===== src/timer_pkg.sv =====
// Constants, types and register map of the capture/compare timer
package timer_pkg;

  // ****************************************************************
  // Register offsets
  // ****************************************************************
  localparam logic [3:0] OFS_CTRL_TWO = 4'h1;
  localparam logic [3:0] OFS_CTRL_ONE = 4'h2;
  localparam logic [3:0] OFS_FLAGS = 4'h3;
  localparam logic [3:0] OFS_CAP1_HI = 4'h4;
  localparam logic [3:0] OFS_CAP1_LO = 4'h5;
  localparam logic [3:0] OFS_CMP1_HI = 4'h6;
  localparam logic [3:0] OFS_CMP1_LO = 4'h7;
  localparam logic [3:0] OFS_CNT_HI = 4'h8;
  localparam logic [3:0] OFS_CNT_LO = 4'h9;
  localparam logic [3:0] OFS_ALT_HI = 4'hA;
  localparam logic [3:0] OFS_ALT_LO = 4'hB;
  localparam logic [3:0] OFS_CAP2_HI = 4'hC;
  localparam logic [3:0] OFS_CAP2_LO = 4'hD;
  localparam logic [3:0] OFS_CMP2_HI = 4'hE;
  localparam logic [3:0] OFS_CMP2_LO = 4'hF;

  // ****************************************************************
  // Field positions
  // ****************************************************************
  localparam int CAP_IRQ_EN = 7;
  localparam int CMP_IRQ_EN = 6;
  localparam int OVF_IRQ_EN = 5;
  localparam int FORCE_TWO = 4;
  localparam int FORCE_ONE = 3;
  localparam int LEVEL_TWO = 2;
  localparam int CAP1_EDGE = 1;
  localparam int LEVEL_ONE = 0;
  localparam int PIN1_EN = 7;
  localparam int PIN2_EN = 6;
  localparam int PULSE_BIT = 5;
  localparam int PWM_BIT = 4;
  localparam int CLK_SEL_HI = 3;
  localparam int CLK_SEL_LO = 2;
  localparam int CAP2_EDGE = 1;
  localparam int EXT_EDGE = 0;
  localparam int CAP1_FLAG = 7;
  localparam int CMP1_FLAG = 6;
  localparam int OVF_FLAG = 5;
  localparam int CAP2_FLAG = 4;
  localparam int CMP2_FLAG = 3;
  localparam int FREEZE_BIT = 2;

  // ****************************************************************
  // Reset values and timing counts
  // ****************************************************************
  localparam logic [7:0] CTRL_RESET = 8'h00;
  localparam logic [7:0] FLAGS_RESET = 8'h00;
  localparam logic [7:0] FLAG_MASK = 8'hFC;
  localparam logic [15:0] COUNT_RESET = 16'hFFFC;
  localparam logic [15:0] COUNT_MAX = 16'hFFFF;
  localparam logic [15:0] CMP_RESET = 16'h8000;
  localparam logic [15:0] CAP_RESET = 16'h0000;
  localparam logic [2:0] DIV4_LAST = 3'h3;
  localparam logic [2:0] DIV2_LAST = 3'h1;
  localparam logic [2:0] DIV8_LAST = 3'h7;

  typedef enum logic [1:0] {
    CLK_DIV4 = 2'h0,
    CLK_DIV2 = 2'h1,
    CLK_DIV8 = 2'h2,
    CLK_EXT = 2'h3
  } clk_sel_e;

  typedef struct packed {
    logic [3:0] addr;
    logic [7:0] wdata;
    logic wr;
    logic rd;
  } reg_req_s;

  typedef struct packed {
    logic compareOne;
    logic compareTwo;
    logic ownedOne;
    logic ownedTwo;
  } pin_out_s;

endpackage


===== src/capture_compare_timer.sv =====
// Control, status and counting logic of the capture/compare timer
//
// Implementation choices: the strobed register port and the register addresses.
`timescale 1ns/10ps
`default_nettype none

module capture_compare_timer
  import timer_pkg::*;
#(
  parameter bit EXT_CLK_PRESENT = 1'b1
) (
  input wire logic mclk,
  input wire logic reset,
  input wire reg_req_s busReq,
  output logic [7:0] rdData,
  input wire logic cpuIrqMask,
  input wire logic captureInputOne,
  input wire logic captureInputTwo,
  input wire logic externalCountClock,
  output pin_out_s pins,
  output logic timerIrq
);

  typedef struct packed {
    logic [7:0] ctrlOne;
    logic [7:0] ctrlTwo;
    logic [7:0] flags;
    logic [7:0] armed;
    logic [15:0] capOne;
    logic [15:0] capTwo;
    logic [15:0] cmpOne;
    logic [15:0] cmpTwo;
    logic [15:0] count;
    logic [2:0] presc;
    logic capOnePrev;
    logic capTwoPrev;
    logic extPrev;
    pin_out_s pinOut;
    logic irq;
    logic [7:0] rdData;
  } state_s;

  localparam state_s STATE_RESET = '{
    ctrlOne: CTRL_RESET,
    ctrlTwo: CTRL_RESET,
    flags: FLAGS_RESET,
    armed: FLAGS_RESET,
    capOne: CAP_RESET,
    capTwo: CAP_RESET,
    cmpOne: CMP_RESET,
    cmpTwo: CMP_RESET,
    count: COUNT_RESET,
    presc: 3'h0,
    capOnePrev: 1'b0,
    capTwoPrev: 1'b0,
    extPrev: 1'b0,
    pinOut: '0,
    irq: 1'b0,
    rdData: 8'h00
  };

  state_s st_ff;
  state_s nxt_st;

  logic pwmMode;
  logic pulseMode;
  logic freeze;
  logic tick;
  logic [2:0] prescLast;
  logic capOneEdge;
  logic capTwoEdge;
  logic extEdge;
  logic [15:0] cntInc;
  logic matchOne;
  logic matchTwo;
  logic overflow;
  logic access;
  logic [7:0] flagSet;
  logic [7:0] flagClr;
  logic counterWrite;
  logic [7:0] csrImage;

  // ****************************************************************
  // Next-state logic
  // ****************************************************************
  always_comb begin
    nxt_st = st_ff;
    pwmMode = st_ff.ctrlTwo[PWM_BIT];
    pulseMode = st_ff.ctrlTwo[PULSE_BIT] && !pwmMode;
    freeze = st_ff.flags[FREEZE_BIT];
    access = busReq.wr || busReq.rd;
    flagSet = 8'h00;
    flagClr = 8'h00;
    csrImage = st_ff.flags & FLAG_MASK;

    nxt_st.capOnePrev = captureInputOne;
    nxt_st.capTwoPrev = captureInputTwo;
    nxt_st.extPrev = externalCountClock;

    capOneEdge = st_ff.ctrlOne[CAP1_EDGE] ? (captureInputOne && !st_ff.capOnePrev)
                                           : (!captureInputOne && st_ff.capOnePrev);
    capTwoEdge = st_ff.ctrlTwo[CAP2_EDGE] ? (captureInputTwo && !st_ff.capTwoPrev)
                                           : (!captureInputTwo && st_ff.capTwoPrev);
    extEdge = st_ff.ctrlTwo[EXT_EDGE] ? (externalCountClock && !st_ff.extPrev)
                                       : (!externalCountClock && st_ff.extPrev);

    unique case (clk_sel_e'(st_ff.ctrlTwo[CLK_SEL_HI:CLK_SEL_LO]))
      CLK_DIV4: prescLast = DIV4_LAST;
      CLK_DIV2: prescLast = DIV2_LAST;
      CLK_DIV8: prescLast = DIV8_LAST;
      CLK_EXT: prescLast = DIV8_LAST;
    endcase

    tick = 1'b0;
    if (!freeze) begin
      if (clk_sel_e'(st_ff.ctrlTwo[CLK_SEL_HI:CLK_SEL_LO]) == CLK_EXT) begin
        tick = EXT_CLK_PRESENT && extEdge;
      end else begin
        tick = (st_ff.presc >= prescLast);
        nxt_st.presc = tick ? 3'h0 : st_ff.presc + 3'h1;
      end
    end

    cntInc = st_ff.count + 16'h0001;
    matchOne = tick && (cntInc == st_ff.cmpOne);
    matchTwo = tick && (cntInc == st_ff.cmpTwo);
    overflow = tick && (st_ff.count == COUNT_MAX);
    if (tick) begin
      nxt_st.count = cntInc;
    end

    flagSet[OVF_FLAG] = overflow;

    if (capTwoEdge) begin
      nxt_st.capTwo = st_ff.count;
      flagSet[CAP2_FLAG] = 1'b1;
    end

    if (pwmMode) begin
      if (matchOne) begin
        nxt_st.pinOut.compareOne = st_ff.ctrlOne[LEVEL_ONE];
      end
      if (matchTwo) begin
        nxt_st.pinOut.compareOne = st_ff.ctrlOne[LEVEL_TWO];
        nxt_st.count = COUNT_RESET;
        flagSet[CAP1_FLAG] = 1'b1;
      end
    end else if (pulseMode) begin
      // pulse starts at edge
      // A frozen counter must not be reloaded by a capture edge either
      if (capOneEdge && !freeze) begin
        nxt_st.count = COUNT_RESET;
        nxt_st.pinOut.compareOne = st_ff.ctrlOne[LEVEL_TWO];
      end else if (matchOne) begin
        nxt_st.pinOut.compareOne = st_ff.ctrlOne[LEVEL_ONE];
      end
      flagSet[CMP2_FLAG] = matchTwo;
    end else begin
      if (capOneEdge) begin
        nxt_st.capOne = st_ff.count;
        flagSet[CAP1_FLAG] = 1'b1;
      end
      flagSet[CMP1_FLAG] = matchOne;
      flagSet[CMP2_FLAG] = matchTwo;
      if (matchOne && st_ff.ctrlTwo[PIN1_EN]) begin
        nxt_st.pinOut.compareOne = st_ff.ctrlOne[LEVEL_ONE];
      end
      if (matchTwo && st_ff.ctrlTwo[PIN2_EN]) begin
        nxt_st.pinOut.compareTwo = st_ff.ctrlOne[LEVEL_TWO];
      end
    end

    // ****************************************************************
    // Register writes
    // ****************************************************************
    counterWrite = 1'b0;
    if (busReq.wr) begin
      unique case (busReq.addr)
        OFS_CTRL_ONE: begin
          nxt_st.ctrlOne = busReq.wdata;
          if (busReq.wdata[FORCE_ONE] && st_ff.ctrlTwo[PIN1_EN]) begin
            nxt_st.pinOut.compareOne = busReq.wdata[LEVEL_ONE];
          end
          if (busReq.wdata[FORCE_TWO] && st_ff.ctrlTwo[PIN2_EN]) begin
            nxt_st.pinOut.compareTwo = busReq.wdata[LEVEL_TWO];
          end
        end
        OFS_CTRL_TWO: nxt_st.ctrlTwo = busReq.wdata;
        OFS_CMP1_HI: nxt_st.cmpOne[15:8] = busReq.wdata;
        OFS_CMP1_LO: nxt_st.cmpOne[7:0] = busReq.wdata;
        OFS_CMP2_HI: nxt_st.cmpTwo[15:8] = busReq.wdata;
        OFS_CMP2_LO: nxt_st.cmpTwo[7:0] = busReq.wdata;
        OFS_CNT_LO, OFS_ALT_LO: counterWrite = 1'b1;
        default: ;
      endcase
    end
    if (counterWrite) begin
      nxt_st.count = COUNT_RESET;
      nxt_st.presc = 3'h0;
    end

    // ****************************************************************
    // Flag read-sequence clearing
    // ****************************************************************
    // Only flags seen by the status read are cleared, so a later event survives
    if (access) begin
      unique case (busReq.addr)
        OFS_CAP1_LO: flagClr[CAP1_FLAG] = st_ff.armed[CAP1_FLAG];
        OFS_CMP1_LO: flagClr[CMP1_FLAG] = st_ff.armed[CMP1_FLAG];
        OFS_CNT_LO: flagClr[OVF_FLAG] = st_ff.armed[OVF_FLAG];
        OFS_CAP2_LO: flagClr[CAP2_FLAG] = st_ff.armed[CAP2_FLAG];
        OFS_CMP2_LO: flagClr[CMP2_FLAG] = st_ff.armed[CMP2_FLAG];
        default: ;
      endcase
    end
    nxt_st.armed = st_ff.armed & ~flagClr;
    if (busReq.rd && busReq.addr == OFS_FLAGS) begin
      nxt_st.armed = st_ff.flags & FLAG_MASK & ~flagSet;
    end
    // Set beats clear in the same cycle
    nxt_st.flags = (st_ff.flags & ~flagClr) | flagSet;
    if (busReq.wr && busReq.addr == OFS_FLAGS) begin
      nxt_st.flags[FREEZE_BIT] = busReq.wdata[FREEZE_BIT];
    end

    // ****************************************************************
    // Pin hand-over and interrupt
    // ****************************************************************
    // pin enables and the freeze bit gate pin ownership
    nxt_st.pinOut.ownedOne = nxt_st.ctrlTwo[PIN1_EN] && !nxt_st.flags[FREEZE_BIT];
    nxt_st.pinOut.ownedTwo = nxt_st.ctrlTwo[PIN2_EN] && !nxt_st.flags[FREEZE_BIT];

    nxt_st.irq = !cpuIrqMask && (
      (st_ff.ctrlOne[CAP_IRQ_EN] && (st_ff.flags[CAP1_FLAG] || st_ff.flags[CAP2_FLAG])) ||
      (st_ff.ctrlOne[CMP_IRQ_EN] && (st_ff.flags[CMP1_FLAG] || st_ff.flags[CMP2_FLAG])) ||
      (st_ff.ctrlOne[OVF_IRQ_EN] && st_ff.flags[OVF_FLAG]));

    // ****************************************************************
    // Read data
    // ****************************************************************
    nxt_st.rdData = 8'h00;
    if (busReq.rd) begin
      unique case (busReq.addr)
        OFS_CTRL_ONE: nxt_st.rdData = st_ff.ctrlOne;
        OFS_CTRL_TWO: nxt_st.rdData = st_ff.ctrlTwo;
        OFS_FLAGS: nxt_st.rdData = csrImage;
        OFS_CAP1_HI: nxt_st.rdData = st_ff.capOne[15:8];
        OFS_CAP1_LO: nxt_st.rdData = st_ff.capOne[7:0];
        OFS_CMP1_HI: nxt_st.rdData = st_ff.cmpOne[15:8];
        OFS_CMP1_LO: nxt_st.rdData = st_ff.cmpOne[7:0];
        OFS_CNT_HI, OFS_ALT_HI: nxt_st.rdData = st_ff.count[15:8];
        OFS_CNT_LO, OFS_ALT_LO: nxt_st.rdData = st_ff.count[7:0];
        OFS_CAP2_HI: nxt_st.rdData = st_ff.capTwo[15:8];
        OFS_CAP2_LO: nxt_st.rdData = st_ff.capTwo[7:0];
        OFS_CMP2_HI: nxt_st.rdData = st_ff.cmpTwo[15:8];
        OFS_CMP2_LO: nxt_st.rdData = st_ff.cmpTwo[7:0];
        default: nxt_st.rdData = 8'h00;
      endcase
    end
  end

  always_ff @(posedge mclk) begin
    if (reset) begin
      st_ff <= STATE_RESET;
    end else begin
      st_ff <= nxt_st;
    end
  end

  assign rdData = st_ff.rdData;
  assign pins = st_ff.pinOut;
  assign timerIrq = st_ff.irq;
endmodule // capture_compare_timer

`default_nettype wire


===== config.mk =====
export PLATFORM = sky130hd
export DESIGN_NAME = capture_compare_timer
export DESIGN_NICKNAME = d
export VERILOG_FILES = /design/src/timer_pkg.sv /design/src/capture_compare_timer.sv
export SDC_FILE = /design/constraint.sdc
export NUM_CORES = 1
export LEC_CHECK = 0
export BUFFER_PORTS_ARGS = -buffer_cell sky130_fd_sc_hd__buf_4
export CAP_MARGIN = 20
export CORE_UTILIZATION = 41
export CTS_CLUSTER_SIZE = 8
export DETAILED_ROUTE_END_ITERATION = 10
export PLACE_DENSITY = 0.66
export REMOVE_ABC_BUFFERS = 1
export SLEW_MARGIN = 30
export SYNTH_ARGS = -nofsm -noshare
export SYNTH_HDL_FRONTEND = slang
export SYNTH_SLANG_ARGS = --single-unit

===== constraint.sdc =====
create_clock -name mclk -period 2.5 [get_ports mclk]
set_input_delay 0.5 -clock mclk [delete_from_list [all_inputs] [get_ports mclk]]
set_output_delay 0.5 -clock mclk [all_outputs]
set_load 0.02 [all_outputs]

# Word-level counts from Yosys, hierarchy flattened
# Index checks and enable logic that the tools add are counted.
# W data, S select, Z words.
[totals]
ff_bits = 131
in_bits = 20
[classes]
n_addsub = 2
order_cmp = 1
n_eq_ne = 21
n_mux = 45
bitwise_logic = 11
reduce_logical = 52
[ops]
columns = ["operator", "n"]
rows = [
  ["$pmux W8 S13", 1],
  ["$mux W16", 5],
  ["$eq A16 B16 Y1", 2],
  ["$eq A4 B4 Y1 const B", 8],
  ["$mux W1", 30],
  ["$and A8 B8 Y8", 3],
  ["$mux W8", 3],
  ["$logic_and A1 B1 Y1", 23],
  ["$add A16 B1 Y16 const B", 1],
  ["$eq A16 B16 Y1 const B", 1],
  ["$eq A4 B3 Y1 const B", 4],
  ["$not A8 Y8", 2],
  ["$reduce_and A2 Y1", 7],
  ["$logic_not A1 Y1", 10],
  ["$reduce_or A2 Y1", 5],
  ["$pmux W3 S3", 1],
  ["$eq A4 B2 Y1 const B", 2],
  ["$or A8 B8 Y8", 1],
  ["$mux W2", 3],
  ["$logic_or A1 B1 Y1", 5],
  ["$mux W5", 1],
  ["$not A1 Y1", 5],
  ["$eq A2 B2 Y1 const B", 2],
  ["$eq A4 B1 Y1 const B", 1],
  ["other kinds (6)", 6],
]

# Longest topological paths before layout
[logic_depth]
ltp_word = 14
mapped_depth = 11

# Least setup slack after synthesis
# No wires, ideal clock.
[synth_path]
path_type = "register -> register"
startpoint = "register st_ff[20] in the netlist's numbering"
endpoint = "register st_ff[33] in the netlist's numbering"
setup_time_ns = 0.058
arrival_time_ns = 2.467
required_ns = 2.442
path_slack_ns = -0.025
stages_incl_launch_ff = 12
n_path_buf = 2
path_cell_list = "dfxtp_1 ha_1 nand3_2 nor4_2 xnor2_1 xor2_1 nor3b_1 nand4_2 and2_1 buf_6 buf_6 nand2_2"
[synth_between]
elab_chain_len = 5
elab_cells_between_ends = 8
[synth_rtl]
columns = ["item", "line_no", "rtl"]
rows = [
  ["start, declared", "capture_compare_timer.sv:62", "state_s st_ff;"],
  ["start signal, assigned", "capture_compare_timer.sv:266", "st_ff <= nxt_st;"],
  ["$add A16 B1 Y16 (*)", "capture_compare_timer.sv:124", "cntInc = st_ff.count + 16'h0001;"],
  ["$eq A16 B16 Y1 or $mux W16 (tied branches)", "capture_compare_timer.sv:126, capture_compare_timer.sv:128", ""],
  ["$logic_and A1 B1 Y1 or $mux W16 (tied branches)", "capture_compare_timer.sv:126, capture_compare_timer.sv:151", ""],
  ["$mux W16 (on tied branches)", "capture_compare_timer.sv:143, capture_compare_timer.sv:148", ""],
  ["$mux W16 (*)", "capture_compare_timer.sv:139", "if (pwmMode) begin"],
]
# Mark *: on every way between the ends. The rest lies on a longest branch, timed or not.
# A chain may end at the register's enable or synchronous reset.

# Worst setup path after layout
[layout_path]
startpoint = "register st_ff[19] in the netlist's numbering"
endpoint = "register st_ff (netlist bit pins[2])"
[layout_between]
elab_chain_len = 10
[layout_rtl]
columns = ["item", "line_no", "rtl"]
rows = [
  ["$add A16 B1 Y16 (*)", "capture_compare_timer.sv:124", ""],
  ["$eq A16 B16 Y1 (*)", "capture_compare_timer.sv:126", "matchTwo = tick && (cntInc == st_ff.cmpTwo);"],
  ["$logic_and A1 B1 Y1 (*)", "capture_compare_timer.sv:126", ""],
  ["$logic_and A1 B1 Y1 (*)", "capture_compare_timer.sv:168", "if (matchTwo && st_ff.ctrlTwo[PIN2_EN]) begin"],
  ["$mux W1 (*)", "capture_compare_timer.sv:168", ""],
  ["$mux W1 (*)", "capture_compare_timer.sv:148", "end else if (pulseMode) begin"],
  ["$mux W1 (*)", "capture_compare_timer.sv:139", ""],
  ["$mux W1", "capture_compare_timer.sv:184", "if (busReq.wdata[FORCE_TWO] && st_ff.ctrlTwo[PIN2_EN]) begin"],
  ["$mux W2", "capture_compare_timer.sv:178", "unique case (busReq.addr)"],
  ["$mux W2 (*)", "capture_compare_timer.sv:177", "if (busReq.wr) begin"],
]
# Marked as above.

==> results by group <==
Worst hold path
  • Hold crit path type: input port to register

Yosys
  • Post-synth top area cell: dfxtp_1
  • XOR/XNOR Fraction of Synth Area: under 10%
  • Post-Synth Adder-Cell Area: less than 1%
  • Post-synthesis mux area share: 13.1%
  • Largest family of logic cells by synthesized area: simple AND/OR/NAND/NOR gates
  • #FFs+latches synth: roughly 130
  • Synth Flop Type: dfxtp_1
  • Post-synth EDFFs: 0
  • Post-synthesis sequential area ratio: between 30% and 40%
  • Post-Synthesis Cell Area: a little under 7000 sq um
  • Top post-synthesis cells by area: dfxtp_1 (37%), mux2i_1 (11%), nor2_1 (6.0%)
  • Simple-Gate Fraction of Synth Area: a little under a quarter
  • Synth top area share: between 30% and 40%
  • Syn_area_per_cell: 8.65 sq um
  • Synthesized instance count: around 790
  • Async SR Flop Fraction: 0%
  • Complex-gate fraction of the synthesized area: roughly 13%
  • Warnings, synthesis: 0
  • Synth cell types: 74

Worst setup path
  • Setup CP Type: register to register
  • Critical Path RT: 2.85 ns
  • Critical Path AT: around 2.8 ns
  • Worst setup SP type: register
  • Critical path capture point type: register
  • Critical path fanouts, max: 3

Power
  • Max VDD drop: roughly 0.00057 V
  • Sw Share: 25.1%
  • Leakage: between 3 and 4 nW
  • Clock power share: approximately half
  • Internal power: 0.00397 W
  • Pwr/cell area: roughly 630 nW/um^2
  • NetSw: approximately 0.0013 W
  • Gate power share: about 9.8%
  • Register share of total power: approximately 40%

Clock network
  • Htree depth: 4
  • CTS Root Cell: clkbuf_16
  • Clk_lat worst skew: 0.43 ns
  • # hold bufs at CTS: 0
  • TritonCTS Buffers: 17
  • Clock Pin Slew Worst Setup and Hold Paths: approximately 0.060 ns
  • TritonCTS clock tree: done
  • Sink Count: 126
  • Max clock buf depth: 2

Global routing
  • GR Util met2: approximately two fifths
  • GRT met3 Usage: approximately 5.7%
  • Initial antenna violation count: 1
  • Largest net degree at the start of global routing: roughly 100
  • Vias in the first global route: 5,952
  • Total gr overflow: 0
  • Met1 Use GR: roughly a third
  • Total GRT Usage: between 20% and 30%
  • Top Usage Layer GRT: met2
  • First-pass GRT wire length: approximately 33,000 um

Cells and area
  • Post-route design area: roughly 8500 sq um
  • Antenna cell count: 0
  • Layout area overhead: 23.3%
  • Fin nets: ~880
  • Layout cells sized above 1: between 20% and 30%

Place
  • PortBufs: 32
  • HPWL Detailed: 15,100 um
  • Dpl cell area: between 7000 and 8000 sq um
  • Place WS: -0.118 ns
  • Placer Congestion: 0.947

Timing
  • Period utilization: a little over nine tenths
  • Fin crit period: 2.46 ns
  • Worst-Margin Slew: ~0.67 ns
  • Final hold violations: 0
  • Final Setup Violations: 0
  • Final worst slack: between 0.03 and 0.04 ns
  • Clock Skews: 0.00848 ns
  • Max-slew headroom: between 50 and 60%
  • Max Clock Freq: around 0.41 GHz
  • Final Slew Violations: 0

Run
  • Max-Cap Viols: 0

Die
  • Height of the die: 131 um
  • Die width: roughly 130 um
  • FP Rows: between 40 and 50
  • I/O pins: 33
  • Core area: 16,100 sq um
  • Initial Util: a little over two fifths
  • DIE AREA: about 17,000 sq um

Route
  • Drt drc: 0
  • Initial DRC Count: ~700
  • Via density: about 5.7
  • Avg WL per Cell: 19.9 um
  • WL final: roughly 22,000 um
  • Via count: about 6.2k
  • Post-route ant nets: 0
  • TritonRoute pass-1 iters: 5

Status
  • Outcome: finished, final reports clean
-- flip-flops by register name, indices dropped and copies added, names as in the netlist --
signal    cells
pwmMode       1
csrImage      6
timerIrq      1
pins          4
st_ff       106
rdData        8
-- logic make-up after synthesis --
family	Yosys count
AND/OR/NAND/NOR	322
AO/OA/AOI/OAI	131
flip-flops	126
multiplexers	85
buffers and inverters	72
XOR/XNOR	53
adder cells (fa/ha/maj)	4
-- power groups by stage --
stage | logic (W) | clock network [W] | registers, W
after floorplan | 0.000236 | 0 | 0.00215
after global routing | 0.000553 | 0.00277 | 0.00212
after detailed placement | 0.000491 | 0 | 0.00215
after global placement | 0.000486 | 0 | 0.00215
final | 0.000518 | 0.00267 | 0.00211
after CTS | 0.000498 | 0.00268 | 0.00211
-- worst max-delay path, stage by stage, from the launching register on --
cell and delay (ns):
dfxtp_2 0.39, ha_4 0.22, buf_4 0.13, xor2_1 0.14, a211oi_1 0.27, o211ai_1 0.24, buf_4 0.20, nor4_4 0.29
nand4_1 0.15, mux2i_1 0.14, a211oi_1 0.22
-- stage by stage --
stage / utilization (%) / hold WS, ns / std cells / total power (W) / TNS [ns]
final: 52.4 / 0.219 / 1088 / 0.00529 / 0
after global routing: 52.4 / 0.227 / 1088 / 0.00543 / -0.0588
after CTS: 51.5 / 0.216 / 1085 / 0.00528 / 0
after detailed placement: 47.2 / 0.446 / 1050 / 0.00264 / -1.53
after global placement: 47.2 / 0.443 / 1050 / 0.00263 / -0.458
after floorplan: - / 0.427 / 729 / 0.00239 / -8.11
-- cells in the mapped netlist, types with 4 or more instances --
master and instances:
o211ai_1 5, nor3_1 14, a21oi_1 43, a221oi_1 6, a22o_1 4, buf_1 7
xor2_1 25, a31oi_1 7, and2_1 7, a32o_1 5, inv_1 7, xnor2_1 24
mux2_2 8, nor2_1 109, dfxtp_1 126, clkbuf_1 30, nand3_1 16, a22oi_1 7
nand3b_1 6, nand2_2 10, nand2b_1 9, o21ai_0 18, buf_6 6, and3_1 6
o22ai_1 5, nand2_1 90, ha_1 4, mux2i_1 74, buf_4 17, nor3b_1 4
nor2b_1 19, nand4_1 4, a211oi_1 5, buf_2 4
-- layer usage --
| metal | vias up | wire length (um) |
|---|---|---|
| li1 | 2899 | - |
| met1 | 2991 | 9330 |
| met2 | 272 | 9700 |
| met3 | 49 | 1950 |
| met4 | 2 | 643 |
| met5 | - | 12 |
-- final cells by class --
type,count,area [sq um]
Inverter,8,30.0
Tap cell,216,270
Clock inverter,14,193
Timing Repair Buffer,111,885
Clock buffer,18,439
Sequential cell,126,2530
Fill cell,1532,7660
Multi-Input combinational cell,595,4100
-- path summary, 6_finish.rpt --
path,from,endpoint,slack (ns),cells after the start
worst max-delay path,st_ff[19],pins[2],0.04,10
worst min-delay path,cpuIrqMask,timerIrq,0.22,2
worst max register to register,st_ff[19],pins[2],0.04,10
worst min register to register,st_ff[86],st_ff[86],0.46,2
-- cells in the final DEF (no fill, tap or decap), types with 7 or more instances in the layout --
cell       synthesis  final
nand2b_1           9      9
nor3_1            14     11
xor2_1            25     22
o21ai_0           18     16
dfxtp_2            0      7
nor2_1           109    109
buf_4             17    102
mux2i_1           74     74
nand2_1           90     90
a31oi_1            7      7
a22oi_1            7      7
nand2_2           10     10
inv_1              7      7
buf_6              6      7
nor2b_1           19     19
xnor2_1           24     22
dfxtp_1          126    118
mux2_2             8      8
nand3_1           16     15
a21oi_1           43     43
clkbuf_16          0     17
-- what timing repair did --
action | 4_1_cts | 5_1_grt
hold endpoints to repair | 0 | 0
pin swaps | 1 | 8
buffers inserted | 3 | 3
setup endpoints to repair | 19 | 20
gates resized for setup | 8 | 33
(Power assumes the default switching activity.)
